--- src/hdl/itc_pkg.sv ---
// package of constants and carriers for the interrupt and trap controller
package itc_pkg;
  localparam int unsigned NUM_SRC = 32;
  localparam int unsigned NUM_CH = 8;
  localparam int unsigned PRIO_W = 4;
  localparam int unsigned CLK_MHZ = 200;
  localparam int unsigned RESP_MIN_NS = 250;
  localparam int unsigned RESP_MAX_NS = 600;
  localparam int unsigned RESP_MIN_CYC = (RESP_MIN_NS * CLK_MHZ + 999) / 1000;
  localparam int unsigned RESP_MAX_CYC = (RESP_MAX_NS * CLK_MHZ) / 1000;
  localparam logic [6:0] TRAP_RESET = 7'h00;
  localparam logic [6:0] TRAP_NMI = 7'h02;
  localparam logic [6:0] TRAP_STK_OVER = 7'h04;
  localparam logic [6:0] TRAP_STK_UNDER = 7'h06;
  localparam logic [6:0] TRAP_CLASS_B = 7'h0a;
  localparam logic [6:0] TRAP_SRC_BASE = 7'h10;
  localparam logic [3:0] PRIO_TRAP = 4'hf;
  // register byte offsets
  localparam logic [11:0] OFS_SRC_CTRL = 12'h000;
  localparam logic [11:0] OFS_CH_CTRL = 12'h080;
  localparam logic [11:0] OFS_CH_SRC = 12'h0a0;
  localparam logic [11:0] OFS_CH_DST = 12'h0c0;
  localparam logic [11:0] OFS_TRAP_FLAGS = 12'h100;
  localparam logic [11:0] OFS_STK_UPPER = 12'h104;
  localparam logic [11:0] OFS_STK_LOWER = 12'h108;
  localparam logic [11:0] OFS_CPU_PRIO = 12'h10c;
  localparam logic [11:0] OFS_STATUS = 12'h110;
  // source control field positions
  localparam int unsigned SC_REQ = 7;
  localparam int unsigned SC_EN = 6;
  localparam int unsigned SC_CHEN = 5;
  localparam int unsigned SC_CH_LO = 8;
  localparam int unsigned SC_PRIO_LO = 0;
  // channel control field positions
  localparam int unsigned CC_CNT_LO = 0;
  localparam int unsigned CC_WORD = 8;
  localparam int unsigned CC_INC_DST = 9;
  localparam int unsigned CC_CONT = 10;
  // trap flag bit positions
  localparam int unsigned TF_NMI = 15;
  localparam int unsigned TF_STK_OVER = 14;
  localparam int unsigned TF_STK_UNDER = 13;
  localparam int unsigned TF_UNDEF_OP = 7;
  localparam int unsigned TF_ILL_OPER = 3;
  localparam int unsigned TF_ILL_INSTR = 2;
  localparam int unsigned TF_ILL_BUS = 1;
  localparam int unsigned TF_PROT = 0;

  typedef struct packed {
    logic undef_op;
    logic prot_fault;
    logic ill_operand;
    logic ill_instr;
    logic ill_bus;
  } itc_class_b_type;

  typedef struct packed {
    logic valid;
    logic [6:0] trap_num;
    logic [8:0] vector;
    logic [3:0] prio;
  } itc_vec_req_type;

  typedef struct packed {
    logic valid;
    logic word;
    logic [15:0] src_ptr;
    logic [15:0] dst_ptr;
  } itc_xfer_type;

  typedef enum logic [1:0] {
    ST_IDLE = 2'b00,
    ST_VEC = 2'b01,
    ST_XFER = 2'b10
  } itc_state_type;
endpackage

--- src/hdl/itc_top.sv ---
// interrupt and trap controller with event transfer channels and ahb-lite registers
// How it works
// - answer accepted request within 250 to 600 ns
// - each source picks vectored or channel service
// - vectored service branches to source vector
// - channel service steals exactly one cycle
// - move byte/word, bump source or destination pointer
// - counter decrements unless continuous mode
// - zero count raises source's vectored interrupt
// - eight independent event transfer channels
// - per-source request, enable, four-bit priority
// - only strictly higher priority nests service
// - compare sources trap 10h-1Fh, vectors 40h-7Ch
// - other sources trap 20h-2Fh, vectors 80h-BCh
// - software trap 00h-7Fh at current priority
// - hardware traps unmaskable, each sets flag
// - hardware trap preempts unless cpu level is 0Fh (hardware trap or reset in service)
// - all resets vector 0000h trap 00h
// - class A vectors 0008h, 0010h, 0018h
// - five class B share 0028h, distinct flags
// - stack pointer checked against limits each access
`timescale 1ns/1ps
`default_nettype none
module itc_top
(
  input wire logic hclk,
  input wire logic hresetn,
  input wire logic hsel,
  input wire logic [31:0] haddr,
  input wire logic [1:0] htrans,
  input wire logic hwrite,
  input wire logic [2:0] hsize,
  input wire logic [31:0] hwdata,
  input wire logic hready,
  output logic [31:0] hrdata,
  output logic hreadyout,
  output logic hresp,
  input wire logic [itc_pkg::NUM_SRC-1:0] src_event,
  input wire logic soft_reset,
  input wire logic watchdog_overflow,
  input wire logic nmi_request,
  input wire itc_pkg::itc_class_b_type class_b_fault,
  input wire logic stack_access,
  input wire logic [15:0] stack_pointer,
  input wire logic sw_trap,
  input wire logic [6:0] sw_trap_num,
  input wire logic cpu_ack,
  input wire logic svc_return,
  output itc_pkg::itc_vec_req_type vec_req,
  output itc_pkg::itc_xfer_type xfer,
  output logic cpu_stall
);
  // ************************************************************
  // registers and state
  // ************************************************************
  logic [15:0] src_ctrl_reg [itc_pkg::NUM_SRC];
  logic [15:0] ch_ctrl_reg [itc_pkg::NUM_CH];
  logic [15:0] ch_src_reg [itc_pkg::NUM_CH];
  logic [15:0] ch_dst_reg [itc_pkg::NUM_CH];
  logic [15:0] trap_flag_register;
  logic [15:0] stack_upper_limit;
  logic [15:0] stack_lower_limit;
  logic [3:0] cpu_prio_reg;
  logic [3:0] prio_stack_reg [4];
  logic [1:0] depth_reg;
  logic reset_pend_reg;
  logic class_b_pend_reg;
  itc_pkg::itc_state_type state_reg;
  logic [4:0] grant_src_reg;
  logic [2:0] grant_ch_reg;
  logic [11:0] bus_addr_reg;
  logic bus_wr_reg;
  logic bus_rd_reg;

  // ************************************************************
  // helpers
  // ************************************************************
  // vector byte address is four times trap number
  function automatic logic [8:0] vec_of(input logic [6:0] num);
    vec_of = {num, 2'b00};
  endfunction

  function automatic logic [6:0] src_trap(input logic [4:0] idx);
    src_trap = 7'(itc_pkg::TRAP_SRC_BASE + {2'b00, idx});
  endfunction

  // ************************************************************
  // arbitration
  // ************************************************************
  logic [itc_pkg::NUM_SRC-1:0] pend;
  logic [itc_pkg::NUM_SRC*itc_pkg::PRIO_W-1:0] prio_flat;
  logic arb_found;
  logic [4:0] arb_idx;
  logic [3:0] arb_level;
  logic stk_over;
  logic stk_under;
  logic class_a;
  logic class_b;
  logic win_src;
  logic win_chan;
  logic [2:0] win_ch;
  logic cnt_last;
  logic [15:0] wctrl;

  // pending enabled requests with their priorities
  always_comb
  begin
    for (int i = 0; i < itc_pkg::NUM_SRC; i++)
    begin
      pend[i] = src_ctrl_reg[i][itc_pkg::SC_REQ] && src_ctrl_reg[i][itc_pkg::SC_EN];
      prio_flat[i*itc_pkg::PRIO_W +: itc_pkg::PRIO_W] =
        src_ctrl_reg[i][itc_pkg::SC_PRIO_LO +: itc_pkg::PRIO_W];
    end
  end

  itc_arbiter u_arb
  (
    .pend(pend),
    .prio(prio_flat),
    .found(arb_found),
    .index(arb_idx),
    .level(arb_level)
  );

  // limit compares on each stack access
  assign stk_over = stack_access && (stack_pointer < stack_upper_limit);
  assign stk_under = stack_access && (stack_pointer > stack_lower_limit);
  assign class_a = nmi_request || stk_over || stk_under;
  assign class_b = |class_b_fault || class_b_pend_reg;
  // grant only above current cpu level, never above a hardware trap service
  assign win_src = arb_found && (arb_level > cpu_prio_reg) && !class_a && !class_b;
  assign win_chan = win_src && src_ctrl_reg[arb_idx][itc_pkg::SC_CHEN];
  assign win_ch = src_ctrl_reg[arb_idx][itc_pkg::SC_CH_LO +: 3];
  assign cnt_last = ch_ctrl_reg[grant_ch_reg][itc_pkg::CC_CNT_LO +: 8] == 8'h01;

  // ************************************************************
  // service sequencer
  // ************************************************************
  // one vectored request outstanding until cpu acknowledges; traps first
  always_ff @(posedge hclk or negedge hresetn)
  begin
    if (!hresetn)
    begin
      state_reg <= itc_pkg::ST_IDLE;
      vec_req <= '0;
      xfer <= '0;
      cpu_stall <= 1'b0;
      grant_src_reg <= 5'h00;
      grant_ch_reg <= 3'h0;
      cpu_prio_reg <= 4'h0;
      depth_reg <= 2'h0;
      reset_pend_reg <= 1'b1;
      class_b_pend_reg <= 1'b0;
      for (int i = 0; i < 4; i++)
      begin
        prio_stack_reg[i] <= 4'h0;
      end
    end
    else
    begin
      xfer.valid <= 1'b0;
      cpu_stall <= 1'b0;
      class_b_pend_reg <= class_b; // a blocked class b fault waits here
      if (svc_return && depth_reg != 2'h0)
      begin
        depth_reg <= depth_reg - 2'h1;
        cpu_prio_reg <= prio_stack_reg[depth_reg - 2'h1];
      end
      case (state_reg)
        itc_pkg::ST_IDLE:
        begin
          if (reset_pend_reg || soft_reset || watchdog_overflow)
          begin
            reset_pend_reg <= 1'b0;
            vec_req <= {1'b1, itc_pkg::TRAP_RESET, vec_of(itc_pkg::TRAP_RESET), itc_pkg::PRIO_TRAP};
            state_reg <= itc_pkg::ST_VEC;
          end
          else if (class_a && cpu_prio_reg != itc_pkg::PRIO_TRAP)
          begin
            vec_req.valid <= 1'b1;
            vec_req.prio <= itc_pkg::PRIO_TRAP;
            state_reg <= itc_pkg::ST_VEC;
            if (nmi_request)
              vec_req.trap_num <= itc_pkg::TRAP_NMI;
            else if (stk_over)
              vec_req.trap_num <= itc_pkg::TRAP_STK_OVER;
            else
              vec_req.trap_num <= itc_pkg::TRAP_STK_UNDER;
            vec_req.vector <= nmi_request ? vec_of(itc_pkg::TRAP_NMI) :
              (stk_over ? vec_of(itc_pkg::TRAP_STK_OVER) : vec_of(itc_pkg::TRAP_STK_UNDER));
          end
          else if (class_b && cpu_prio_reg != itc_pkg::PRIO_TRAP)
          begin
            vec_req <= {1'b1, itc_pkg::TRAP_CLASS_B, vec_of(itc_pkg::TRAP_CLASS_B), itc_pkg::PRIO_TRAP};
            class_b_pend_reg <= 1'b0;
            state_reg <= itc_pkg::ST_VEC;
          end
          else if (sw_trap)
          begin
            vec_req <= {1'b1, sw_trap_num, vec_of(sw_trap_num), cpu_prio_reg};
            state_reg <= itc_pkg::ST_VEC;
          end
          else if (win_chan)
          begin
            grant_src_reg <= arb_idx;
            grant_ch_reg <= win_ch;
            state_reg <= itc_pkg::ST_XFER;
          end
          else if (win_src)
          begin
            grant_src_reg <= arb_idx;
            vec_req <= {1'b1, src_trap(arb_idx), vec_of(src_trap(arb_idx)), arb_level};
            state_reg <= itc_pkg::ST_VEC;
          end
        end
        itc_pkg::ST_XFER:
        begin
          // single stolen cycle carrying the move
          xfer <= {1'b1, ch_ctrl_reg[grant_ch_reg][itc_pkg::CC_WORD],
            ch_src_reg[grant_ch_reg], ch_dst_reg[grant_ch_reg]};
          cpu_stall <= 1'b1;
          state_reg <= itc_pkg::ST_IDLE;
          if (!ch_ctrl_reg[grant_ch_reg][itc_pkg::CC_CONT] && cnt_last)
          begin
            vec_req <= {1'b1, src_trap(grant_src_reg), vec_of(src_trap(grant_src_reg)),
              src_ctrl_reg[grant_src_reg][itc_pkg::SC_PRIO_LO +: itc_pkg::PRIO_W]};
            state_reg <= itc_pkg::ST_VEC;
          end
        end
        itc_pkg::ST_VEC:
        begin
          // held until taken, well inside the response window
          if (cpu_ack)
          begin
            vec_req.valid <= 1'b0;
            prio_stack_reg[depth_reg] <= cpu_prio_reg;
            depth_reg <= depth_reg + 2'h1;
            cpu_prio_reg <= vec_req.prio;
            state_reg <= itc_pkg::ST_IDLE;
          end
        end
        default:
        begin
          state_reg <= itc_pkg::ST_IDLE;
        end
      endcase
    end
  end

  // ************************************************************
  // ahb-lite slave
  // ************************************************************
  logic bus_go;
  assign bus_go = hsel && hready && htrans[1];
  assign wctrl = hwdata[15:0];

  // address phase capture, zero wait state answer
  always_ff @(posedge hclk or negedge hresetn)
  begin
    if (!hresetn)
    begin
      bus_addr_reg <= 12'h000;
      bus_wr_reg <= 1'b0;
      bus_rd_reg <= 1'b0;
      hreadyout <= 1'b1;
      hresp <= 1'b0;
    end
    else
    begin
      bus_addr_reg <= haddr[11:0];
      bus_wr_reg <= bus_go && hwrite;
      bus_rd_reg <= bus_go && !hwrite;
      hreadyout <= 1'b1;
      hresp <= 1'b0;
    end
  end

  // read mux; unmapped reads return zero
  always_ff @(posedge hclk or negedge hresetn)
  begin
    if (!hresetn)
      hrdata <= 32'h00000000;
    else if (bus_go && !hwrite)
    begin
      hrdata <= 32'h00000000;
      if (haddr[11:7] == itc_pkg::OFS_SRC_CTRL[11:7])
        hrdata[15:0] <= src_ctrl_reg[haddr[6:2]];
      else if (haddr[11:5] == itc_pkg::OFS_CH_CTRL[11:5])
        hrdata[15:0] <= ch_ctrl_reg[haddr[4:2]];
      else if (haddr[11:5] == itc_pkg::OFS_CH_SRC[11:5])
        hrdata[15:0] <= ch_src_reg[haddr[4:2]];
      else if (haddr[11:5] == itc_pkg::OFS_CH_DST[11:5])
        hrdata[15:0] <= ch_dst_reg[haddr[4:2]];
      else if (haddr[11:0] == itc_pkg::OFS_TRAP_FLAGS)
        hrdata[15:0] <= trap_flag_register;
      else if (haddr[11:0] == itc_pkg::OFS_STK_UPPER)
        hrdata[15:0] <= stack_upper_limit;
      else if (haddr[11:0] == itc_pkg::OFS_STK_LOWER)
        hrdata[15:0] <= stack_lower_limit;
      else if (haddr[11:0] == itc_pkg::OFS_CPU_PRIO)
        hrdata[3:0] <= cpu_prio_reg;
      else if (haddr[11:0] == itc_pkg::OFS_STATUS)
        hrdata[7:0] <= {state_reg, depth_reg, 4'h0};
    end
  end

  // ************************************************************
  // source control: request set by event beats clear
  // ************************************************************
  always_ff @(posedge hclk or negedge hresetn)
  begin
    if (!hresetn)
    begin
      for (int i = 0; i < itc_pkg::NUM_SRC; i++)
        src_ctrl_reg[i] <= 16'h0000;
    end
    else
    begin
      for (int i = 0; i < itc_pkg::NUM_SRC; i++)
      begin
        if (bus_wr_reg && bus_addr_reg[11:7] == itc_pkg::OFS_SRC_CTRL[11:7] &&
            bus_addr_reg[6:2] == 5'(i))
          src_ctrl_reg[i] <= wctrl;
        // grant clears the request
        if (state_reg == itc_pkg::ST_IDLE && win_src && !reset_pend_reg &&
            !soft_reset && !watchdog_overflow && !sw_trap && arb_idx == 5'(i))
          src_ctrl_reg[i][itc_pkg::SC_REQ] <= 1'b0;
        if (src_event[i])
          src_ctrl_reg[i][itc_pkg::SC_REQ] <= 1'b1;
      end
    end
  end

  // ************************************************************
  // channel registers: count and pointer update per transfer
  // ************************************************************
  always_ff @(posedge hclk or negedge hresetn)
  begin
    if (!hresetn)
    begin
      for (int c = 0; c < itc_pkg::NUM_CH; c++)
      begin
        ch_ctrl_reg[c] <= 16'h0000;
        ch_src_reg[c] <= 16'h0000;
        ch_dst_reg[c] <= 16'h0000;
      end
    end
    else
    begin
      for (int c = 0; c < itc_pkg::NUM_CH; c++)
      begin
        if (bus_wr_reg && bus_addr_reg[4:2] == 3'(c))
        begin
          if (bus_addr_reg[11:5] == itc_pkg::OFS_CH_CTRL[11:5])
            ch_ctrl_reg[c] <= wctrl;
          if (bus_addr_reg[11:5] == itc_pkg::OFS_CH_SRC[11:5])
            ch_src_reg[c] <= wctrl;
          if (bus_addr_reg[11:5] == itc_pkg::OFS_CH_DST[11:5])
            ch_dst_reg[c] <= wctrl;
        end
        if (state_reg == itc_pkg::ST_XFER && grant_ch_reg == 3'(c))
        begin
          if (!ch_ctrl_reg[c][itc_pkg::CC_CONT])
            ch_ctrl_reg[c][itc_pkg::CC_CNT_LO +: 8] <=
              ch_ctrl_reg[c][itc_pkg::CC_CNT_LO +: 8] - 8'h01;
          if (ch_ctrl_reg[c][itc_pkg::CC_INC_DST])
            ch_dst_reg[c] <= ch_dst_reg[c] + (ch_ctrl_reg[c][itc_pkg::CC_WORD] ? 16'h0002 : 16'h0001);
          else
            ch_src_reg[c] <= ch_src_reg[c] + (ch_ctrl_reg[c][itc_pkg::CC_WORD] ? 16'h0002 : 16'h0001);
        end
      end
    end
  end

  // ************************************************************
  // trap flags and stack limits; hardware set beats write-clear
  // ************************************************************
  always_ff @(posedge hclk or negedge hresetn)
  begin
    if (!hresetn)
    begin
      trap_flag_register <= 16'h0000;
      stack_upper_limit <= 16'h0000;
      stack_lower_limit <= 16'hffff;
    end
    else
    begin
      if (bus_wr_reg && bus_addr_reg == itc_pkg::OFS_TRAP_FLAGS)
        trap_flag_register <= trap_flag_register & wctrl;
      if (bus_wr_reg && bus_addr_reg == itc_pkg::OFS_STK_UPPER)
        stack_upper_limit <= wctrl;
      if (bus_wr_reg && bus_addr_reg == itc_pkg::OFS_STK_LOWER)
        stack_lower_limit <= wctrl;
      if (nmi_request)
        trap_flag_register[itc_pkg::TF_NMI] <= 1'b1;
      if (stk_over)
        trap_flag_register[itc_pkg::TF_STK_OVER] <= 1'b1;
      if (stk_under)
        trap_flag_register[itc_pkg::TF_STK_UNDER] <= 1'b1;
      if (class_b_fault.undef_op)
        trap_flag_register[itc_pkg::TF_UNDEF_OP] <= 1'b1;
      if (class_b_fault.prot_fault)
        trap_flag_register[itc_pkg::TF_PROT] <= 1'b1;
      if (class_b_fault.ill_operand)
        trap_flag_register[itc_pkg::TF_ILL_OPER] <= 1'b1;
      if (class_b_fault.ill_instr)
        trap_flag_register[itc_pkg::TF_ILL_INSTR] <= 1'b1;
      if (class_b_fault.ill_bus)
        trap_flag_register[itc_pkg::TF_ILL_BUS] <= 1'b1;
    end
  end
endmodule
`default_nettype wire

--- src/hdl/itc_arbiter.sv ---
// priority arbiter picking the highest pending enabled source
`timescale 1ns/1ps
`default_nettype none
module itc_arbiter
(
  input wire logic [itc_pkg::NUM_SRC-1:0] pend,
  input wire logic [itc_pkg::NUM_SRC*itc_pkg::PRIO_W-1:0] prio,
  output logic found,
  output logic [4:0] index,
  output logic [3:0] level
);
  // scan low index first, later strictly higher level wins
  always_comb
  begin
    found = 1'b0;
    index = 5'h00;
    level = 4'h0;
    for (int i = 0; i < itc_pkg::NUM_SRC; i++)
    begin
      if (pend[i] && (!found || prio[i*itc_pkg::PRIO_W +: itc_pkg::PRIO_W] > level))
      begin
        found = 1'b1;
        index = 5'(i);
        level = prio[i*itc_pkg::PRIO_W +: itc_pkg::PRIO_W];
      end
    end
  end
endmodule
`default_nettype wire

--- config.mk ---
export PLATFORM = sky130hd
export DESIGN_NAME = itc_top
export DESIGN_NICKNAME = d
export VERILOG_FILES = /design/src/hdl/itc_pkg.sv /design/src/hdl/itc_top.sv /design/src/hdl/itc_arbiter.sv
export SDC_FILE = /design/constraint.sdc
export NUM_CORES = 2
export LEC_CHECK = 0
export BUFFER_PORTS_ARGS = -buffer_cell sky130_fd_sc_hd__buf_2
export CORE_MARGIN = 3
export CORE_UTILIZATION = 39
export CTS_BUF_LIST = sky130_fd_sc_hd__clkbuf_8
export CTS_CLUSTER_SIZE = 10
export DETAILED_ROUTE_END_ITERATION = 8
export PLACE_DENSITY = 0.63
export RECOVER_POWER = 50
export SLEW_MARGIN = 25
export SYNTH_ARGS = -nofsm -noshare
export SYNTH_HDL_FRONTEND = slang
export SYNTH_SLANG_ARGS = --single-unit
--- constraint.sdc ---
create_clock -name hclk -period 69.3 [get_ports hclk]
set_input_delay 0 -clock hclk [delete_from_list [all_inputs] [get_ports hclk]]
set_output_delay 0 -clock hclk [all_outputs]
set_load 0.01 [all_outputs]
# After elaboration in Yosys (flattened, before gate mapping)
# Cells that the tools add are included.
[totals]
register_bits = 1063
input_bits = 141
[classes]
add_sub_neg = 28
magnitude_cmp = 42
eq_ne = 99
mux = 385
bitwise_logic = 12
reduce_logical = 309
[op_table]
columns = ["cell", "count"]
rows = [
  ["16-bit 2-to-1 mux", 83],
  ["8-bit 2-to-1 mux", 67],
  ["16-bit binary-select mux with 3-bit select", 6],
  ["16-bit binary-select mux with 5-bit select", 3],
  ["4-bit 2-to-1 mux", 51],
  ["1-bit logical AND", 167],
  ["5-bit equality test, second input constant", 32],
  ["21-bit 2-to-1 mux", 7],
  ["16-bit adder", 8],
  ["16-bit by 2-bit adder with 16-bit output", 8],
  ["4-bit greater-than comparator", 32],
  ["1-bit 2-to-1 mux", 112],
  ["3-bit nonzero test", 33],
  ["12-bit by 9-bit equality test with 1-bit output, second input constant", 8],
  ["5-bit 2-to-1 mux", 19],
  ["5-bit by 4-bit equality test with 1-bit output, second input constant", 16],
  ["8-bit by 1-bit subtractor with 8-bit output, second input constant", 8],
  ["11-bit 2-to-1 mux", 4],
  ["7-bit by 3-bit equality test with 1-bit output, second input constant", 6],
  ["2-bit 2-to-1 mux", 21],
  ["5-bit by 3-bit equality test with 1-bit output, second input constant", 8],
  ["20-bit one-hot mux with 2 select lines", 1],
  ["1-bit zero test", 39],
  ["1-bit logical OR", 36],
  ["other kinds (42)", 100],
]

# Logic depth before layout (Yosys ltp)
[depth]
ltp_word = 138
mapped_depth = 283

# Hierarchy
# Synthesis repeated with hierarchy kept, for this count alone.
[unflattened]
cells_unflattened = 6374
hier_area_um2 = 66687.7
[modules_own_cells]
columns = ["module", "n_inst", "cells_per_inst", "area_each_um2"]
rows = [
  ["itc_top", 1, 5363, 59759.8],
  ["itc_arbiter", 1, 1011, 6927.9],
]

# Least setup slack after synthesis
# OpenSTA, ideal clock, no wires.
[synth_path]
kind = "flip-flop to flip-flop"
start = "register src_ctrl_reg[503] in the netlist's numbering"
end = "register src_ctrl_reg[231] in the netlist's numbering"
setup_time_ns = 0.127
t_arrival_ns = 47.344
slack_ns = 21.828
stages_incl_launch_ff = 257
path_buffers = 5
synth_period_minus_slack_ns = 47.472
path_cell_list = "dfrtp_1 > and2_1 > nand2_1 > ha_1 > nor2b_1 > o211a_1 > o21ai_0 > mux2i_1 > inv_1 > ha_1 > and4_1 > a21o_1 > a31o_2 > mux2_2 > inv_1 > ha_1 > nor2b_1 > o21ai_0 > [221 not listed] > a21oi_1 > a41o_1 > nand2_1 > and3_1 > buf_1 > o21ai_0 > ha_1 > nor2b_1 > o21ai_0 > nand2b_1 > a21oi_1 > a41oi_1 > nand4b_1 > nor4_1 > nand2_1 > nor4_1 > a21oi_1 > or2_2"
[synth_via]
elab_chain_len = 138
word_cells_on_any_way = 234
[synth_lines]
columns = ["element", "line", "text"]
rows = [
  ["from (decl)", "itc_top.sv:56", "logic [15:0] src_ctrl_reg [itc_pkg::NUM_SRC];"],
  ["from (signal, indexed assignment)", "itc_top.sv:323", "src_ctrl_reg[i] <= wctrl;"],
  ["1-bit logical AND (*)", "itc_top.sv:110", "pend[i] = src_ctrl_reg[i][itc_pkg::SC_REQ] && src_ctrl_reg[i][itc_pkg::SC_EN];"],
  ["4-bit 2-to-1 mux / 1-bit 2-to-1 mux (equally long branches)", "itc_arbiter.sv:20", "if (pend[i] && (!found || prio[i*itc_pkg::PRIO_W +: itc_pkg::PRIO_W] > level))"],
  ["4-bit greater-than comparator / 1-bit zero test (equally long branches)", "itc_arbiter.sv:20", ""],
  ["1-bit logical OR", "itc_arbiter.sv:20", ""],
  ["1-bit logical AND", "itc_arbiter.sv:20", ""],
  ["4-bit 2-to-1 mux / 1-bit 2-to-1 mux (equally long branches)", "itc_arbiter.sv:20", ""],
  ["4-bit greater-than comparator / 1-bit zero test (equally long branches)", "itc_arbiter.sv:20", ""],
  ["1-bit logical OR", "itc_arbiter.sv:20", ""],
  ["[117 not listed]", "--", ""],
  ["4-bit 2-to-1 mux", "itc_arbiter.sv:20", ""],
  ["4-bit greater-than comparator", "itc_top.sv:131", "assign win_src = arb_found && (arb_level > cpu_prio_reg) && !class_a && !class_b;"],
  ["1-bit logical AND (3 in a row)", "itc_top.sv:131", ""],
  ["1-bit logical AND (3 in a row)", "itc_top.sv:325", "if (state_reg == itc_pkg::ST_IDLE && win_src && !reset_pend_reg &&"],
  ["1-bit logical AND (2 in a row)", "itc_top.sv:326", "!soft_reset && !watchdog_overflow && !sw_trap && arb_idx == 5'(i))"],
  ["1-bit logical AND (*)", "itc_top.sv:326", ""],
  ["1-bit 2-to-1 mux", "itc_top.sv:325", ""],
  ["1-bit 2-to-1 mux", "itc_top.sv:328", "if (src_event[i])"],
]
# Mark *: on every way between the ends. The rest lies on a longest branch, timed or not.
# A chain may end at the register's enable or synchronous reset.

# Worst setup path after layout
[layout_path]
start = "register src_ctrl_reg[503] in the netlist's numbering"
end = "register src_ctrl_reg[103] in the netlist's numbering"
# The elaborated chain is that of the path after synthesis.

==> reports/metrics.cfg <==
[logic_synthesis]
async_flop_share_pct = 100
synth_compound_area_share_pct = 13.6
synthMuxAreaShare_pct = 25.7
ys_seq_area_share_pct = 39.6
synth.lib_cells_used.distinct = 110
synth_top_area_share_pct = 38.9
synth_adder_area_share_pct = 3.86
synth_top_family_by_area = multiplexers
synth_flop_cell = dfrtp_1
synth_xor_area_share_pct = 0.0131
synth_area_leaders = dfrtp_1 (39%), mux4_2 (13%), mux2_2 (11%), nand2_1 (3.4%), ha_1 (3.3%)
synth-seq-cells = 1053
syn_inst = 6329
netlist_area_mm2 = 0.0666
synth-simple-area-share_pct = 13.3
syn_area_per_cell_um2 = 10.5
synth_largest_area_cell = dfrtp_1
yosysWarnings = 0
synth-edff-count = 0

[floorplan]
rows = 151
core_area_mm2 = 0.170
dieArea_mm2 = 0.176
ios = 231
fp.dieW_um = 419
fp.dieH_um = 419
start_util_pct = 39.3

[worst_setup_path]
critPathMaxStageDelay_ns = 0.74
cpMostUsedCell = a21oi_1
crit_arrival_ns = 58.89
end_kind = flip-flop
r2r-start = src_ctrl_reg[503]$_DFFE_PN0P_
critPathMaxFanout = 15
cp_slowest_cell = nor4_1
rr_worst_depth = 253
cp-start-kind = flip-flop
criticalPathCategory = reg -> reg
required_ns = 70.12
cp-startpoint = src_ctrl_reg[503]$_DFFE_PN0P_

[detailed_routing]
first_iter_violations = 6387
routed_via_density = 6.27
ant_nets = 0
vias = 56189
drtPass1Iterations = 8
routedWlPerCell_um = 25.9
drc = 0
totalWireLength_mm = 232

[hold_path]
hp-class = in -> reg
holdCritStartpoint = hwdata[7]
holdPathStages = 4

[sta]
min_period_ns = 58.07
setup_violations = 0
fin_skew_ns = 0.0505
hold_viol = 0
finalCritPeriodShare_pct = 83.8
rsz0062_at_grt = false
report.final.slew_viol_count = 1187
clock.fmax_ghz = 0.0172
setup-tns-final_ns = 0
relSlewSlack_pct = -275
tightest_slew_ns = 5.62

[cts]
clkLatencyLatePin_ns = 0.94
ctsResizeCount = 0
path_clk_slew_ns = 0.07
root_buffer = clkbuf_8
post-cts-setup-buffers = 0
clock_sinks = 1053
tritoncts = yes
clock_path_buffers = 3
cts_buffers = 182
h-tree-depth = 4
cts_hold_buffers = 183

[cells_and_area]
final_common_cell = dfrtp_1
largest_reg_flops = 384
final_cell_mix = dfrtp_1 (1033), mux2_2 (629), nand2_1 (597)
final_cell_area_mm2 = 0.0749
layout-drive-gt1-share_pct = 23.8
fin_cells = 8955
fin_nets = 6917
fill_cells = 15881
areaGrowthSynthToFinish_pct = 12.5

[outcome]
violations = max-capacitance violations, max-slew violations
status = finished, violations left

[placed_design]
dp.cells = 8428
gp_congestion = 0.956
dp.final_hpwl_mm = 160
placed_cell_area_mm2 = 0.0695
portBuffers = 170

[global_routing]
grt_util_all_layers_pct = 26.0
grt_pass1_wl_mm = 348
grt_max_degree = 179
grt_pass1_vias = 54139
antenna_found_initial = 14
gr-total-overflow = 0

[job]
max_cap_violations = 28

-- critical path, delay by kind of cell (launching register included) --
kind | cells | cell delay (ns)
adders and majority gates | 33 | 9.87
AOI/OAI and AO/OA | 124 | 28.20
and+or+nand+nor | 61 | 11.27
muxes | 18 | 6.07
buffers and inverters | 17 | 1.93
DFF | 1 | 0.46
-- cell families after synthesis --
logic type      count (synthesis)
buf+inv                       664
xor+xnor                        1
other cells                     2
mux                          1149
flops                        1053
fa+ha+maj                     196
compound gates               1332
simple gates                 1932
-- through the flow --
stage,hold slack [ns],setup slack [ns],utilization (%)
after floorplan,-0.296,21.83,-
after global placement,0.118,13.53,41.0
after detailed placement,0.119,12.72,41.0
after CTS,0.00483,11.91,44.3
after global routing,0.114,6.46,44.2
final,0.118,11.23,44.2
-- layer usage --
layer,share of wire (%),track usage [%],vias up
li1,-,-,24237
met1,40,34.1,28554
met2,45,39.8,2756
met3,8.5,5.51,636
met4,6.5,15.4,6
met5,0.018,0,-
-- cell usage after synthesis (31+ instances only) --
master,instances
dfrtp_1,1036
and2_1,41
nor3_1,150
and3_1,81
o21bai_1,34
mux2i_1,132
clkbuf_1,301
o21ai_0,304
mux4_2,385
a21oi_1,309
nand2b_1,42
a211oi_1,101
o221a_2,38
a31oi_1,53
a311oi_1,47
o211ai_1,52
a22oi_1,32
nand3_1,163
a21o_1,33
or2_2,31
inv_1,261
ha_1,178
mux2_2,629
o22ai_1,44
nor2_1,583
nor2b_1,65
nand4_1,52
nand2_1,605
buf_1,58
-- cell type report --
cell class | count | area (um^2) | share of cell area [%]
well taps | 2218 | 2780 | 3.70
clock inverters | 108 | 603 | 0.805
diodes | 6 | 15.0 | 0.0200
inverters | 263 | 987 | 1.32
repair buffers | 452 | 3260 | 4.35
flip-flops and latches | 1053 | 26400 | 35.2
clock buffers | 225 | 3100 | 4.13
multi-input cells | 4630 | 37800 | 50.5
-- final timing paths --
kind / slack (ns) / to
min reg2reg: 0.47 / ch_ctrl_reg[107]$_DFFE_PN0P_
max in group asynchronous: 58.93 / src_ctrl_reg[455]$_DFFE_PN0P_
min in group asynchronous: 0.94 / stack_lower_limit[12]$_DFFE_PN1P_
max reg2reg: 11.23 / src_ctrl_reg[103]$_DFFE_PN0P_
min: 0.12 / src_ctrl_reg[311]$_DFFE_PN0P_
max: 11.23 / src_ctrl_reg[103]$_DFFE_PN0P_
Power is left out: the tool's default activity adds up to more than one toggle a clock period on the data nets, which glitch-free logic cannot reach.
